## config.mk

```make
export PLATFORM = sky130hd
export DESIGN_NAME = pdv_dividers
export DESIGN_NICKNAME = d
export VERILOG_FILES = /design/src/rtl/pdv_pkg.sv /design/src/rtl/pdv_dividers.sv
export SDC_FILE = /design/constraint.sdc
export NUM_CORES = 1
export LEC_CHECK = 0
export BUFFER_PORTS_ARGS = -buffer_cell sky130_fd_sc_hd__buf_2
export CAP_MARGIN = 25
export CORE_MARGIN = 4
export CORE_UTILIZATION = 53
export CTS_CLUSTER_SIZE = 14
export DETAILED_ROUTE_END_ITERATION = 8
export GPL_ROUTABILITY_DRIVEN = 0
export MAX_ROUTING_LAYER = met4
export PLACE_DENSITY = 0.85
export SYNTH_ARGS = -nofsm -noshare
export SYNTH_HDL_FRONTEND = slang
export SYNTH_SLANG_ARGS = --single-unit
```

## constraint.sdc

```tcl
create_clock -name clk_sys -period 3.75 [get_ports clk_sys]
set_clock_uncertainty 0.05 [all_clocks]
set_input_delay 0.5625 -clock clk_sys [delete_from_list [all_inputs] [get_ports clk_sys]]
set_output_delay 0.5625 -clock clk_sys [all_outputs]
set_load 0.02 [all_outputs]
```

## src/rtl/pdv_pkg.sv

```systemverilog
// Overview of operation
// - The reference divide value is 14 bits, 0 to 16383, split over two registers at indexes 0x11 and 0x12.
// - A reference divide value of zero or one passes every reference edge, i.e. divide-by-one.
// - The divided reference drives one phase comparator input and the divided feedback clock the other.
// - The reference counter is reset by its own bit, by the shared counter bit and by the sync pin.
// - The feedback divide is P times B plus A, with P selectable among 2, 4, 8, 16 and 32.
// - A 3-bit prescaler mode picks fixed divide 1, 2 or 3, or dual modulus P/P+1 for P of 2 to 32.
// - In a fixed-divide mode the A count is ignored and taken as zero, so the divide is P times B.
// - With B at one the feedback divide is the prescaler value alone, A being expected at zero.
// - The A and B counters have their own reset bit and obey the shared bit; neither clears itself.
// - A two-bit field lets the sync pin reset all three counters together; it is off after reset.
// - Each divider path has an optional delay cell whose amount is set by its own 3-bit field.
package pdv_pkg;

  localparam int ADDR_W = 8;
  localparam int IDX_W = 6;
  localparam int REG_W = 8;

  // register indexes; byte address is four times the index
  localparam logic [IDX_W-1:0] IDX_REF_LO = 6'h11;
  localparam logic [IDX_W-1:0] IDX_REF_HI = 6'h12;
  localparam logic [IDX_W-1:0] IDX_A_COUNT = 6'h13;
  localparam logic [IDX_W-1:0] IDX_B_LO = 6'h14;
  localparam logic [IDX_W-1:0] IDX_B_HI = 6'h15;
  localparam logic [IDX_W-1:0] IDX_PRESC = 6'h16;
  localparam logic [IDX_W-1:0] IDX_CNT_CTRL = 6'h17;
  localparam logic [IDX_W-1:0] IDX_DLY_SYNC = 6'h19;
  localparam logic [IDX_W-1:0] IDX_STATUS = 6'h1F;

  // writable bits per register, the rest read as zero
  localparam logic [REG_W-1:0] MASK_REF_HI = 8'h3F;
  localparam logic [REG_W-1:0] MASK_A_COUNT = 8'h3F;
  localparam logic [REG_W-1:0] MASK_B_HI = 8'h1F;
  localparam logic [REG_W-1:0] MASK_PRESC = 8'h07;
  localparam logic [REG_W-1:0] MASK_CNT_CTRL = 8'h1F;
  localparam logic [REG_W-1:0] REG_RESET = 8'h00;

  // counter control bits
  localparam int RST_SHARED_BIT = 0;
  localparam int RST_REF_BIT = 1;
  localparam int RST_AB_BIT = 2;
  localparam int DLY_REF_EN_BIT = 3;
  localparam int DLY_FB_EN_BIT = 4;

  // delay and sync-pin field
  localparam int DLY_W = 3;
  localparam int DLY_REF_LSB = 0;
  localparam int DLY_FB_LSB = 3;
  localparam int SYNC_EN_LSB = 6;
  localparam logic [1:0] SYNC_EN_OFF = 2'h0;

  typedef enum logic [2:0] {
    PDV_DM_2 = 3'h0,
    PDV_DM_4 = 3'h1,
    PDV_DM_8 = 3'h2,
    PDV_DM_16 = 3'h3,
    PDV_DM_32 = 3'h4,
    PDV_FD_1 = 3'h5,
    PDV_FD_2 = 3'h6,
    PDV_FD_3 = 3'h7
  } pdv_presc_mode_t;

  localparam logic [1:0] RESP_OKAY = 2'h0;
  localparam logic [1:0] RESP_SLVERR = 2'h2;

endpackage

```

## src/rtl/pdv_dividers.sv

```systemverilog
`timescale 1ns/100ps
`default_nettype none
module pdv_dividers
#(
  parameter int R_W = 14,
  parameter int A_W = 6,
  parameter int B_W = 13,
  parameter int P_W = 6,
  parameter int DLY_TAPS = 8
)
(
  input wire logic clk_sys,
  input wire logic resetn,
  input wire logic ref_clk_in,
  input wire logic fb_clk_in,
  input wire logic sync_n,
  output logic phase_comparator_ref,
  output logic phase_comparator_fb,
  input wire logic [pdv_pkg::ADDR_W-1:0] s_axi_awaddr,
  input wire logic s_axi_awvalid,
  output logic s_axi_awready,
  input wire logic [31:0] s_axi_wdata,
  input wire logic [3:0] s_axi_wstrb,
  input wire logic s_axi_wvalid,
  output logic s_axi_wready,
  output logic [1:0] s_axi_bresp,
  output logic s_axi_bvalid,
  input wire logic s_axi_bready,
  input wire logic [pdv_pkg::ADDR_W-1:0] s_axi_araddr,
  input wire logic s_axi_arvalid,
  output logic s_axi_arready,
  output logic [31:0] s_axi_rdata,
  output logic [1:0] s_axi_rresp,
  output logic s_axi_rvalid,
  input wire logic s_axi_rready
);
  import pdv_pkg::*;

  //////////////////////////////////////////////////////////////////////////
  // state

  typedef struct packed {
    // bus side
    logic aw_hold;
    logic [IDX_W-1:0] aw_idx;
    logic w_hold;
    logic [REG_W-1:0] w_data;
    logic w_lane0;
    logic bvalid;
    logic [1:0] bresp;
    logic rvalid;
    logic [REG_W-1:0] rdata;
    logic [1:0] rresp;
    // registers
    logic [REG_W-1:0] ref_lo;
    logic [REG_W-1:0] ref_hi;
    logic [REG_W-1:0] a_count;
    logic [REG_W-1:0] b_lo;
    logic [REG_W-1:0] b_hi;
    logic [REG_W-1:0] presc;
    logic [REG_W-1:0] cnt_ctrl;
    logic [REG_W-1:0] dly_sync;
    // divider datapath
    logic ref_prev;
    logic fb_prev;
    logic [R_W-1:0] r_cnt;
    logic [P_W-1:0] p_cnt;
    logic [A_W-1:0] a_left;
    logic [B_W-1:0] b_cnt;
    logic [1:0][DLY_TAPS-1:0] dly_line;
    logic [1:0] pc_out;
  } pdv_state_t;

  pdv_state_t s_q;
  pdv_state_t s_d;

  //////////////////////////////////////////////////////////////////////////
  // helpers

  function automatic logic [P_W-1:0] presc_base(input logic [2:0] m);
    logic [P_W-1:0] p;
    p = P_W'(1);
    unique case (pdv_presc_mode_t'(m))
      PDV_DM_2, PDV_FD_2: p = P_W'(2);
      PDV_DM_4: p = P_W'(4);
      PDV_DM_8: p = P_W'(8);
      PDV_DM_16: p = P_W'(16);
      PDV_DM_32: p = P_W'(32);
      PDV_FD_1: p = P_W'(1);
      PDV_FD_3: p = P_W'(3);
    endcase
    return p;
  endfunction

  function automatic logic [IDX_W-1:0] to_idx(input logic [ADDR_W-1:0] a);
    return a[ADDR_W-1:2];
  endfunction

  function automatic logic is_mapped(input logic [IDX_W-1:0] i);
    return (i == IDX_REF_LO) || (i == IDX_REF_HI) || (i == IDX_A_COUNT)
      || (i == IDX_B_LO) || (i == IDX_B_HI) || (i == IDX_PRESC)
      || (i == IDX_CNT_CTRL) || (i == IDX_DLY_SYNC) || (i == IDX_STATUS);
  endfunction

  //////////////////////////////////////////////////////////////////////////
  // decoded configuration

  logic [R_W-1:0] r_val;
  logic [B_W-1:0] b_val;
  logic [A_W-1:0] a_eff;
  logic [P_W-1:0] p_val;
  logic dual_mod;
  logic sync_active;
  logic ref_hold;
  logic ab_hold;
  logic [REG_W-1:0] status_word;

  assign r_val = {s_q.ref_hi[R_W-REG_W-1:0], s_q.ref_lo};
  assign b_val = {s_q.b_hi[B_W-REG_W-1:0], s_q.b_lo};
  assign p_val = presc_base(s_q.presc[2:0]);
  assign dual_mod = (s_q.presc[2:0] <= 3'(PDV_DM_32));
  // a fixed-divide prescaler leaves the A counter out entirely
  assign a_eff = dual_mod ? s_q.a_count[A_W-1:0] : '0;
  // sync pin is level sensitive here: counters stay cleared while it is low
  assign sync_active = (s_q.dly_sync[SYNC_EN_LSB +: 2] != SYNC_EN_OFF)
    && !sync_n;
  // reset bits are levels and never self-clear, so counting waits on software
  assign ref_hold = s_q.cnt_ctrl[RST_SHARED_BIT] | s_q.cnt_ctrl[RST_REF_BIT]
    | sync_active;
  assign ab_hold = s_q.cnt_ctrl[RST_SHARED_BIT] | s_q.cnt_ctrl[RST_AB_BIT]
    | sync_active;
  // status shows live levels, nothing sticky, so a short pulse may be missed
  assign status_word = {3'h0, s_q.pc_out[1], s_q.pc_out[0], sync_n, ab_hold,
    ref_hold};

  //////////////////////////////////////////////////////////////////////////
  // bus handshakes, combinational by design

  assign s_axi_awready = !s_q.aw_hold && !s_q.bvalid;
  assign s_axi_wready = !s_q.w_hold && !s_q.bvalid;
  assign s_axi_arready = !s_q.rvalid;
  assign s_axi_bvalid = s_q.bvalid;
  assign s_axi_bresp = s_q.bresp;
  assign s_axi_rvalid = s_q.rvalid;
  assign s_axi_rresp = s_q.rresp;
  assign s_axi_rdata = {24'h000000, s_q.rdata};
  assign phase_comparator_ref = s_q.pc_out[0];
  assign phase_comparator_fb = s_q.pc_out[1];

  //////////////////////////////////////////////////////////////////////////
  // next state

  always_comb
  begin
    logic ref_edge;
    logic fb_edge;
    logic p_tick;
    logic [P_W-1:0] p_mod;
    logic [B_W-1:0] b_eff;
    logic [1:0] raw;
    logic [1:0] tap;
    logic [1:0][DLY_W-1:0] amt;
    logic [1:0] dly_en;
    logic [REG_W-1:0] wv;
    ref_edge = 1'b0;
    fb_edge = 1'b0;
    p_tick = 1'b0;
    p_mod = '0;
    b_eff = '0;
    raw = '0;
    tap = '0;
    amt = '0;
    dly_en = '0;
    wv = '0;
    s_d = s_q;

    // write address and data are taken independently, in either order
    if (s_axi_awvalid && s_axi_awready)
    begin
      s_d.aw_hold = 1'b1;
      s_d.aw_idx = to_idx(s_axi_awaddr);
    end
    if (s_axi_wvalid && s_axi_wready)
    begin
      s_d.w_hold = 1'b1;
      s_d.w_data = s_axi_wdata[REG_W-1:0];
      s_d.w_lane0 = s_axi_wstrb[0];
    end
    // a lone address or data beat parks until its partner arrives
    if (s_q.aw_hold && s_q.w_hold)
    begin
      s_d.aw_hold = 1'b0;
      s_d.w_hold = 1'b0;
      s_d.bvalid = 1'b1;
      s_d.bresp = is_mapped(s_q.aw_idx) ? RESP_OKAY : RESP_SLVERR;
      wv = s_q.w_data;
      // only lane 0 carries register bits
      if (s_q.w_lane0)
      begin
        unique case (s_q.aw_idx)
          IDX_REF_LO: s_d.ref_lo = wv;
          IDX_REF_HI: s_d.ref_hi = wv & MASK_REF_HI;
          IDX_A_COUNT: s_d.a_count = wv & MASK_A_COUNT;
          IDX_B_LO: s_d.b_lo = wv;
          IDX_B_HI: s_d.b_hi = wv & MASK_B_HI;
          IDX_PRESC: s_d.presc = wv & MASK_PRESC;
          IDX_CNT_CTRL: s_d.cnt_ctrl = wv & MASK_CNT_CTRL;
          IDX_DLY_SYNC: s_d.dly_sync = wv;
          default: s_d.cnt_ctrl = s_q.cnt_ctrl;
        endcase
      end
    end
    else if (s_q.bvalid && s_axi_bready)
    begin
      s_d.bvalid = 1'b0;
    end

    // read data is captured on acceptance and stands unchanged under rvalid
    if (s_axi_arvalid && s_axi_arready)
    begin
      s_d.rvalid = 1'b1;
      s_d.rresp = is_mapped(to_idx(s_axi_araddr)) ? RESP_OKAY : RESP_SLVERR;
      unique case (to_idx(s_axi_araddr))
        IDX_REF_LO: s_d.rdata = s_q.ref_lo;
        IDX_REF_HI: s_d.rdata = s_q.ref_hi;
        IDX_A_COUNT: s_d.rdata = s_q.a_count;
        IDX_B_LO: s_d.rdata = s_q.b_lo;
        IDX_B_HI: s_d.rdata = s_q.b_hi;
        IDX_PRESC: s_d.rdata = s_q.presc;
        IDX_CNT_CTRL: s_d.rdata = s_q.cnt_ctrl;
        IDX_DLY_SYNC: s_d.rdata = s_q.dly_sync;
        IDX_STATUS: s_d.rdata = status_word;
        default: s_d.rdata = REG_RESET;
      endcase
    end
    else if (s_q.rvalid && s_axi_rready)
    begin
      s_d.rvalid = 1'b0;
    end

    //////////////////////////////////////////////////////////////////////
    // reference divider
    s_d.ref_prev = ref_clk_in;
    s_d.fb_prev = fb_clk_in;
    // input highs or lows shorter than one system clock can be lost
    ref_edge = ref_clk_in && !s_q.ref_prev;
    fb_edge = fb_clk_in && !s_q.fb_prev;

    if (ref_hold)
    begin
      s_d.r_cnt = '0;
    end
    else if (ref_edge)
    begin
      if (r_val <= R_W'(1))
      begin
        raw[0] = 1'b1;
      end
      else if (s_q.r_cnt == r_val - R_W'(1))
      begin
        s_d.r_cnt = '0;
        raw[0] = 1'b1;
      end
      else
      begin
        s_d.r_cnt = s_q.r_cnt + R_W'(1);
      end
    end

    //////////////////////////////////////////////////////////////////////
    // feedback divider: A prescaler cycles of P+1, then the rest of B at P
    // B of zero is treated like bypass rather than stalling the loop
    b_eff = (b_val == '0) ? B_W'(1) : b_val;
    p_mod = (dual_mod && s_q.a_left != '0) ? p_val + P_W'(1) : p_val;
    // A is reloaded every held cycle so a new count applies on release
    if (ab_hold)
    begin
      s_d.p_cnt = '0;
      s_d.b_cnt = '0;
      s_d.a_left = a_eff;
    end
    else if (fb_edge)
    begin
      if (s_q.p_cnt >= p_mod - P_W'(1))
      begin
        s_d.p_cnt = '0;
        p_tick = 1'b1;
      end
      else
      begin
        s_d.p_cnt = s_q.p_cnt + P_W'(1);
      end
    end
    if (p_tick)
    begin
      if (s_q.a_left != '0)
      begin
        s_d.a_left = s_q.a_left - A_W'(1);
      end
      if (s_q.b_cnt >= b_eff - B_W'(1))
      begin
        s_d.b_cnt = '0;
        s_d.a_left = a_eff;
        raw[1] = 1'b1;
      end
      else
      begin
        s_d.b_cnt = s_q.b_cnt + B_W'(1);
      end
    end

    //////////////////////////////////////////////////////////////////////
    // delay cells, one step per system clock, so resolution is coarse
    amt[0] = s_q.dly_sync[DLY_REF_LSB +: DLY_W];
    amt[1] = s_q.dly_sync[DLY_FB_LSB +: DLY_W];
    dly_en[0] = s_q.cnt_ctrl[DLY_REF_EN_BIT];
    dly_en[1] = s_q.cnt_ctrl[DLY_FB_EN_BIT];
    // enabling a delay while a pulse is in flight can show that pulse twice
    for (int i = 0; i < 2; i++)
    begin
      s_d.dly_line[i] = {s_q.dly_line[i][DLY_TAPS-2:0], raw[i]};
      tap[i] = (amt[i] == '0) ? raw[i] : s_q.dly_line[i][amt[i] - 3'h1];
      s_d.pc_out[i] = dly_en[i] ? tap[i] : raw[i];
    end
  end

  //////////////////////////////////////////////////////////////////////////
  // registers

  always_ff @(posedge clk_sys)
  begin
    if (!resetn)
    begin
      s_q <= '0;
    end
    else
    begin
      s_q <= s_d;
    end
  end

endmodule
`default_nettype wire

```

# == After elaboration in Yosys (flattened, before gate mapping) ==
# Memories as Yosys holds them, arrays and structs flattened. A register that Yosys moved wholly into a read port is not among the register bits.
# Cells that the tools add are included.
# totals
mem_count,1
ff_bits,139
input_bits,62
wordCells,160
rom_bits,48
out_inout_bits,43
# op_classes
n_mux,36
eq_ne,19
bitwise_logic,6
reduce_logical,55
n_lt_le_gt_ge,6
add_sub_neg,10
# memory_table
memory,words,width,read_ports,rd_clocked_by_memory_dff,wr,line,source
(name not given),8,6,1,1,0,pdv_dividers.sv:83,unique case (pdv_presc_mode_t'(m))
# ops
op,count
6-bit by 5-bit equality test with 1-bit output (second input constant),18
8-bit one-hot mux with 9 select lines,1
19-bit two-way mux,2
6-bit two-way mux,5
13-bit two-way mux,2
3-bit AND reduction,8
1-bit two-way mux,19
1-bit logical OR,16
14-bit by 1-bit adder with 14-bit output (second input constant),1
14-bit equality test,1
14-bit by 1-bit less-or-equal comparator with 1-bit output (second input constant),1
14-bit two-way mux,1
14-bit by 1-bit subtractor with 14-bit output (second input constant),1
13-bit by 1-bit adder with 13-bit output (second input constant),1
13-bit greater-or-equal comparator,1
13-bit zero test,1
13-bit by 1-bit subtractor with 13-bit output (second input constant),1
6-bit by 1-bit adder with 6-bit output (second input constant),2
1-bit logical AND,12
6-bit by 1-bit subtractor with 6-bit output (second input constant),2
3-bit by 4-bit < comparator with 1-bit output (second input constant),2
2-bit nonzero test,4
1-bit zero test,7
1-bit binary-select mux with 3-bit select,2
11 further kinds,21

# == Logic depth before layout (Yosys ltp) ==
# depth
depth_word,11
depth_mapped,22
mapped_depth_nobuf,19

# == Least setup slack after synthesis ==
# OpenSTA, ideal clock, no wires.
# synth_timing
kind,register -> register
start,reg s_q[31] (netlist name)
end,reg s_q[31] (netlist name)
period_less_slack_ns,4.086
path_buffers,3
setup_time_ns,0.120
t_arrival_ns,3.916
required_time_ns,3.580
stages_incl_launch_ff,21
setup_slack_ns,-0.336
cell_sequence,dfxtp_1 > inv_1 > ha_1 > or3b_1 > buf_2 > or3_1 > and2_1 > buf_6 > xnor2_1 > ha_1 > xnor2_1 > xnor2_1 > ha_1 > o21a_1 > o21ai_0 > o21ai_0 > and2_1 > clkbuf_1 > a31oi_1 > and3b_1 > o31a_1
# synth_between
elab_chain_len,9
word_cells_on_any_way,13
cone_classes,add/sub (2); order compare (1); mux (8); reduce/logical (2)
# synth_rtl
element,line,source
"start, declared",pdv_dividers.sv:74,pdv_state_t s_q;
"start signal, assigned",pdv_dividers.sv:334,s_q <= '0;
"start signal, assigned",pdv_dividers.sv:338,s_q <= s_d;
6-bit nonzero test,"pdv_dividers.sv:274, pdv_dividers.sv:296",
1-bit logical AND,pdv_dividers.sv:274,p_mod = (dual_mod && s_q.a_left != '0) ? p_val + P_W'(1) : p_val;
6-bit two-way mux,pdv_dividers.sv:274,
6-bit by 1-bit subtractor with 6-bit output,pdv_dividers.sv:284,if (s_q.p_cnt >= p_mod - P_W'(1))
6-bit greater-or-equal comparator,pdv_dividers.sv:284,
1-bit two-way mux,pdv_dividers.sv:284,
1-bit two-way mux,pdv_dividers.sv:282,else if (fb_edge)
1-bit two-way mux,pdv_dividers.sv:276,if (ab_hold)
19-bit two-way mux *,pdv_dividers.sv:294,if (p_tick)
# Every way passes the cells marked *; elsewhere a longest branch is shown, timed or not. The select of a mux whose other input is x is not followed.
# A chain may end at the register's enable or synchronous reset.

# == Worst setup path after layout ==
# layout_timing
start,reg s_q[31] (netlist name)
end,reg s_q[30] (netlist name)
# layout_between
elab_chain_len,9
word_cells_on_any_way,10
cone_classes,add/sub (1); order compare (1); mux (5); reduce/logical (3)
# layout_rtl
element,line
6-bit nonzero test *,pdv_dividers.sv:274
1-bit logical AND *,pdv_dividers.sv:274
6-bit two-way mux *,pdv_dividers.sv:274
6-bit by 1-bit subtractor with 6-bit output *,pdv_dividers.sv:284
6-bit greater-or-equal comparator *,pdv_dividers.sv:284
1-bit two-way mux *,pdv_dividers.sv:284
1-bit two-way mux *,pdv_dividers.sv:282
1-bit two-way mux *,pdv_dividers.sv:276
19-bit two-way mux or 2-bit nonzero test (tied branches),-
# Every way passes the cells marked *; elsewhere a longest branch is shown, timed or not.

==> out/summary.txt <==
status - finished with violations
failing checks - setup timing
post-synthesis sequential area ratio - 35.3%
detailed placement HPWL - 14.4 mm
register area - 0.00286 mm²
vias after detailed routing - 7312
startpoint type of the worst setup path - flip-flop
RSZ-0062 raised after global routing - yes
Hold WC Path Type - in2reg
footprint of the multi-input gates - 0.00490 mm²
fin. max-slew vios - 0
initial antenna violation count - 0
met1 WL - 8.50 mm
R2R Path Start - s_q[31]
DR top layer - met4
Critical-path top delay cell - a31oi_1
final WL - 20.8 mm
dominant synthesized flop cell - dfxtp_1
crit path cell chain - inv_2 > ha_4 > or3b_4 > or3_4 > and2_4 > buf_4 > a31oi_1 > mux2i_1 > xor2_1 > ha_1 > o21a_1 > and2_4 > nor2_2 > buf_4 > nand2_1 > a31oi_1
CP Data Arrival Time - 4200 ps
Initial Util - 55.0%
Final Hold Violating Endpoints - 0
CTS H-tree lvls - 4
global-route wire length before repair - 33.9 mm
Worst-path clk slew - 60 ps
Syn Area/Cell - 8.40 µm²
Worst Path Required - 4060 ps
Final Cycle Share - 104%
synthesis-to-layout area growth - 15.1%
Final Util - 63.3%
Fillers - 1186
Worst R2R Setup Slack - -150 ps
Mapped Cells - 966
Cell Area, Placed - 0.00849 mm²
Die Area - 0.0174 mm²
Design Area, Final - 0.00934 mm²
Port Buffers - 47
worst stage delay on the critical path - 420 ps
Core Region - 0.0148 mm²
WL/cell - 17.2 µm
WHS Endpoint - s_axi_rvalid
fmax - 257 MHz
ys async rst share - 0%
Fin Hold WS - 275 ps
clock sinks - 143
overall die width - 132 µm
Total Power - 3.65 mW
Mapped Area - 0.00812 mm²
Vias/cell - 6.04
R2R depth - 16
hold path depth - 2
Power Density - 390 mW/mm²
Rows - 44
Synth Warn # - 0
vias in the first global route - 6904
setup ws final - -148 ps
DR pass1 iterations - 7
GRT Util Overall - 24.3%
max_cap viols - 0
drc violations - 0
TritonCTS Buffers - 17
distinct cell type count after synthesis - 80
worst-case clock buffer depth - 2
VDD IR max - 0.373 mV
Yosys reg bits - 143
Hold Crit Start - s_axi_rready
Nets - 1107
crit path kind - reg2reg
global route overflow - 0
chip height - 132 µm
r2r endpoint - s_q[30]
CP max FO - 6
top-level I/O count - 105
clk_lat worst skew - 430 ps
most frequent cells in the layout - 142 x dfxtp_1, 99 x nand2_1, 90 x nor2_1
share of layout cells above drive strength 1 - 19.7%
Pleak - 3.84 nW
ANT cells - 0
Slew @ Worst Pin - 935 ps
post-route ant nets - 0
slew margin rel. - 37.2%
Post-synth EDFFs - 0
met3 WL post-DR - 1.81 mm
Tmin final - 3900 ps
DRT iter0 DRCs - 723
largest net degree at the start of global routing - 52
CP endpoint kind - flip-flop
TritonCTS clock tree - yes
Finish-stage setup viols - 24
Root Driver - clkbuf_16
hold_buf cts - 0
commonest non-fill, non-tap cell in the layout - dfxtp_1
Worst setup startpoint - s_q[31]
Routed met2 length - 9.70 mm
## cells by family after synthesis
| group | share of synthesized area (%) |
|---|---|
| AOI/OAI and AO/OA | 13.5 |
| xor gates and xnor gates | 6.15 |
| adders and majority gates | 4.93 |
| buffers and inverters | 7.58 |
| DFF | 35.3 |
| muxes | 7.67 |
| other | 0.0462 |
| and+or+nand+nor | 24.9 |
## worst max-delay path: cells and delay by family, from the launching register on
family                   cells  cell delay [ps]
multiplexers                 1              270
XOR/XNOR                     1              160
flip-flops                   1              320
adder cells (fa/ha/maj)      2              370
buffers and inverters        3              400
AO/OA/AOI/OAI                3              790
AND/OR/NAND/NOR              6             1460
## sequential cells by signal, summed over array words and instances, names as in the netlist
| name | cells |
|---|---|
| b_val | 13 |
| p_val | 6 |
| phase_comparator_fb | 1 |
| phase_comparator_ref | 1 |
| r_val | 14 |
| s_axi_bresp | 1 |
| s_axi_bvalid | 1 |
| s_axi_rdata | 8 |
| s_axi_rresp | 1 |
| s_axi_rvalid | 1 |
| s_d | 14 |
| s_q | 82 |
## layer usage
metal | track usage (%) | vias to the layer above
li1 | - | 3432
met1 | 30.7 | 3432
met2 | 38.1 | 364
met3 | 4.50 | 84
met4 | 10.9 | 0
met5 | - | -
## per-stage QoR
| step | TNS (ps) | setup slack (ps) | cells |
|---|---|---|---|
| after floorplan | -707 | -181 | 991 |
| after global placement | -460 | -76.2 | 1169 |
| after detailed placement | -3800 | -259 | 1169 |
| after CTS | -178 | -64.2 | 1206 |
| after global routing | -7400 | -354 | 1210 |
| final | -1920 | -148 | 1210 |
## synthesized netlist by cell type (all sizes together) (11+ instances only)
master	instances	share of area, %
nor2	93	4.3
ha	32	4.9
nand3	44	2.7
nand2b	17	1.3
a21oi	67	4.2
mux2i	42	5.2
nor4	11	1.0
o21ai	34	2.2
xor2	25	2.7
and2	25	1.9
buf	51	4.5
inv	27	1.2
xnor2	32	3.5
clkbuf	37	1.7
a31oi	11	0.85
nor3	36	2.9
nand2	100	4.6
dfxtp	143	35
## power by group
| group | internal, mW | leakage [nW] | switching, mW |
|---|---|---|---|
| sequential | 1.54 | 1.16 | 0.0338 |
| combinational | 0.0893 | 2.38 | 0.155 |
| clock | 1.18 | 0.308 | 0.646 |
| total | 2.81 | 3.84 | 0.835 |
## final cells by class
class / count / share of cell area (%)
clock buffer: 22 / 5.18
multi-input combinational: 732 / 52.5
tap: 184 / 2.46
sequential: 143 / 30.7
inverter: 27 / 1.08
timing repair buffer: 92 / 6.43
clock inverter: 10 / 1.69
## worst max path at each step
stage | endpoint | slack (ps) | cells past startpoint
final | s_q[30] | -150 | 16
after global routing | s_q[25] | -350 | 21
after CTS | s_q[31] | -60 | 19
after detailed placement | s_q[24] | -260 | 19
after global placement | s_q[24] | -80 | 19
after floorplan | s_q[31] | -180 | 22
## what timing repair did
item                                    CTS  global route
resized for setup                        22            14
setup buffers                             4             4
gates cloned                              1             0
pin swaps                                 5            15
endpoints found under the setup margin   25            27
Power figures use the tool's default switching activity.
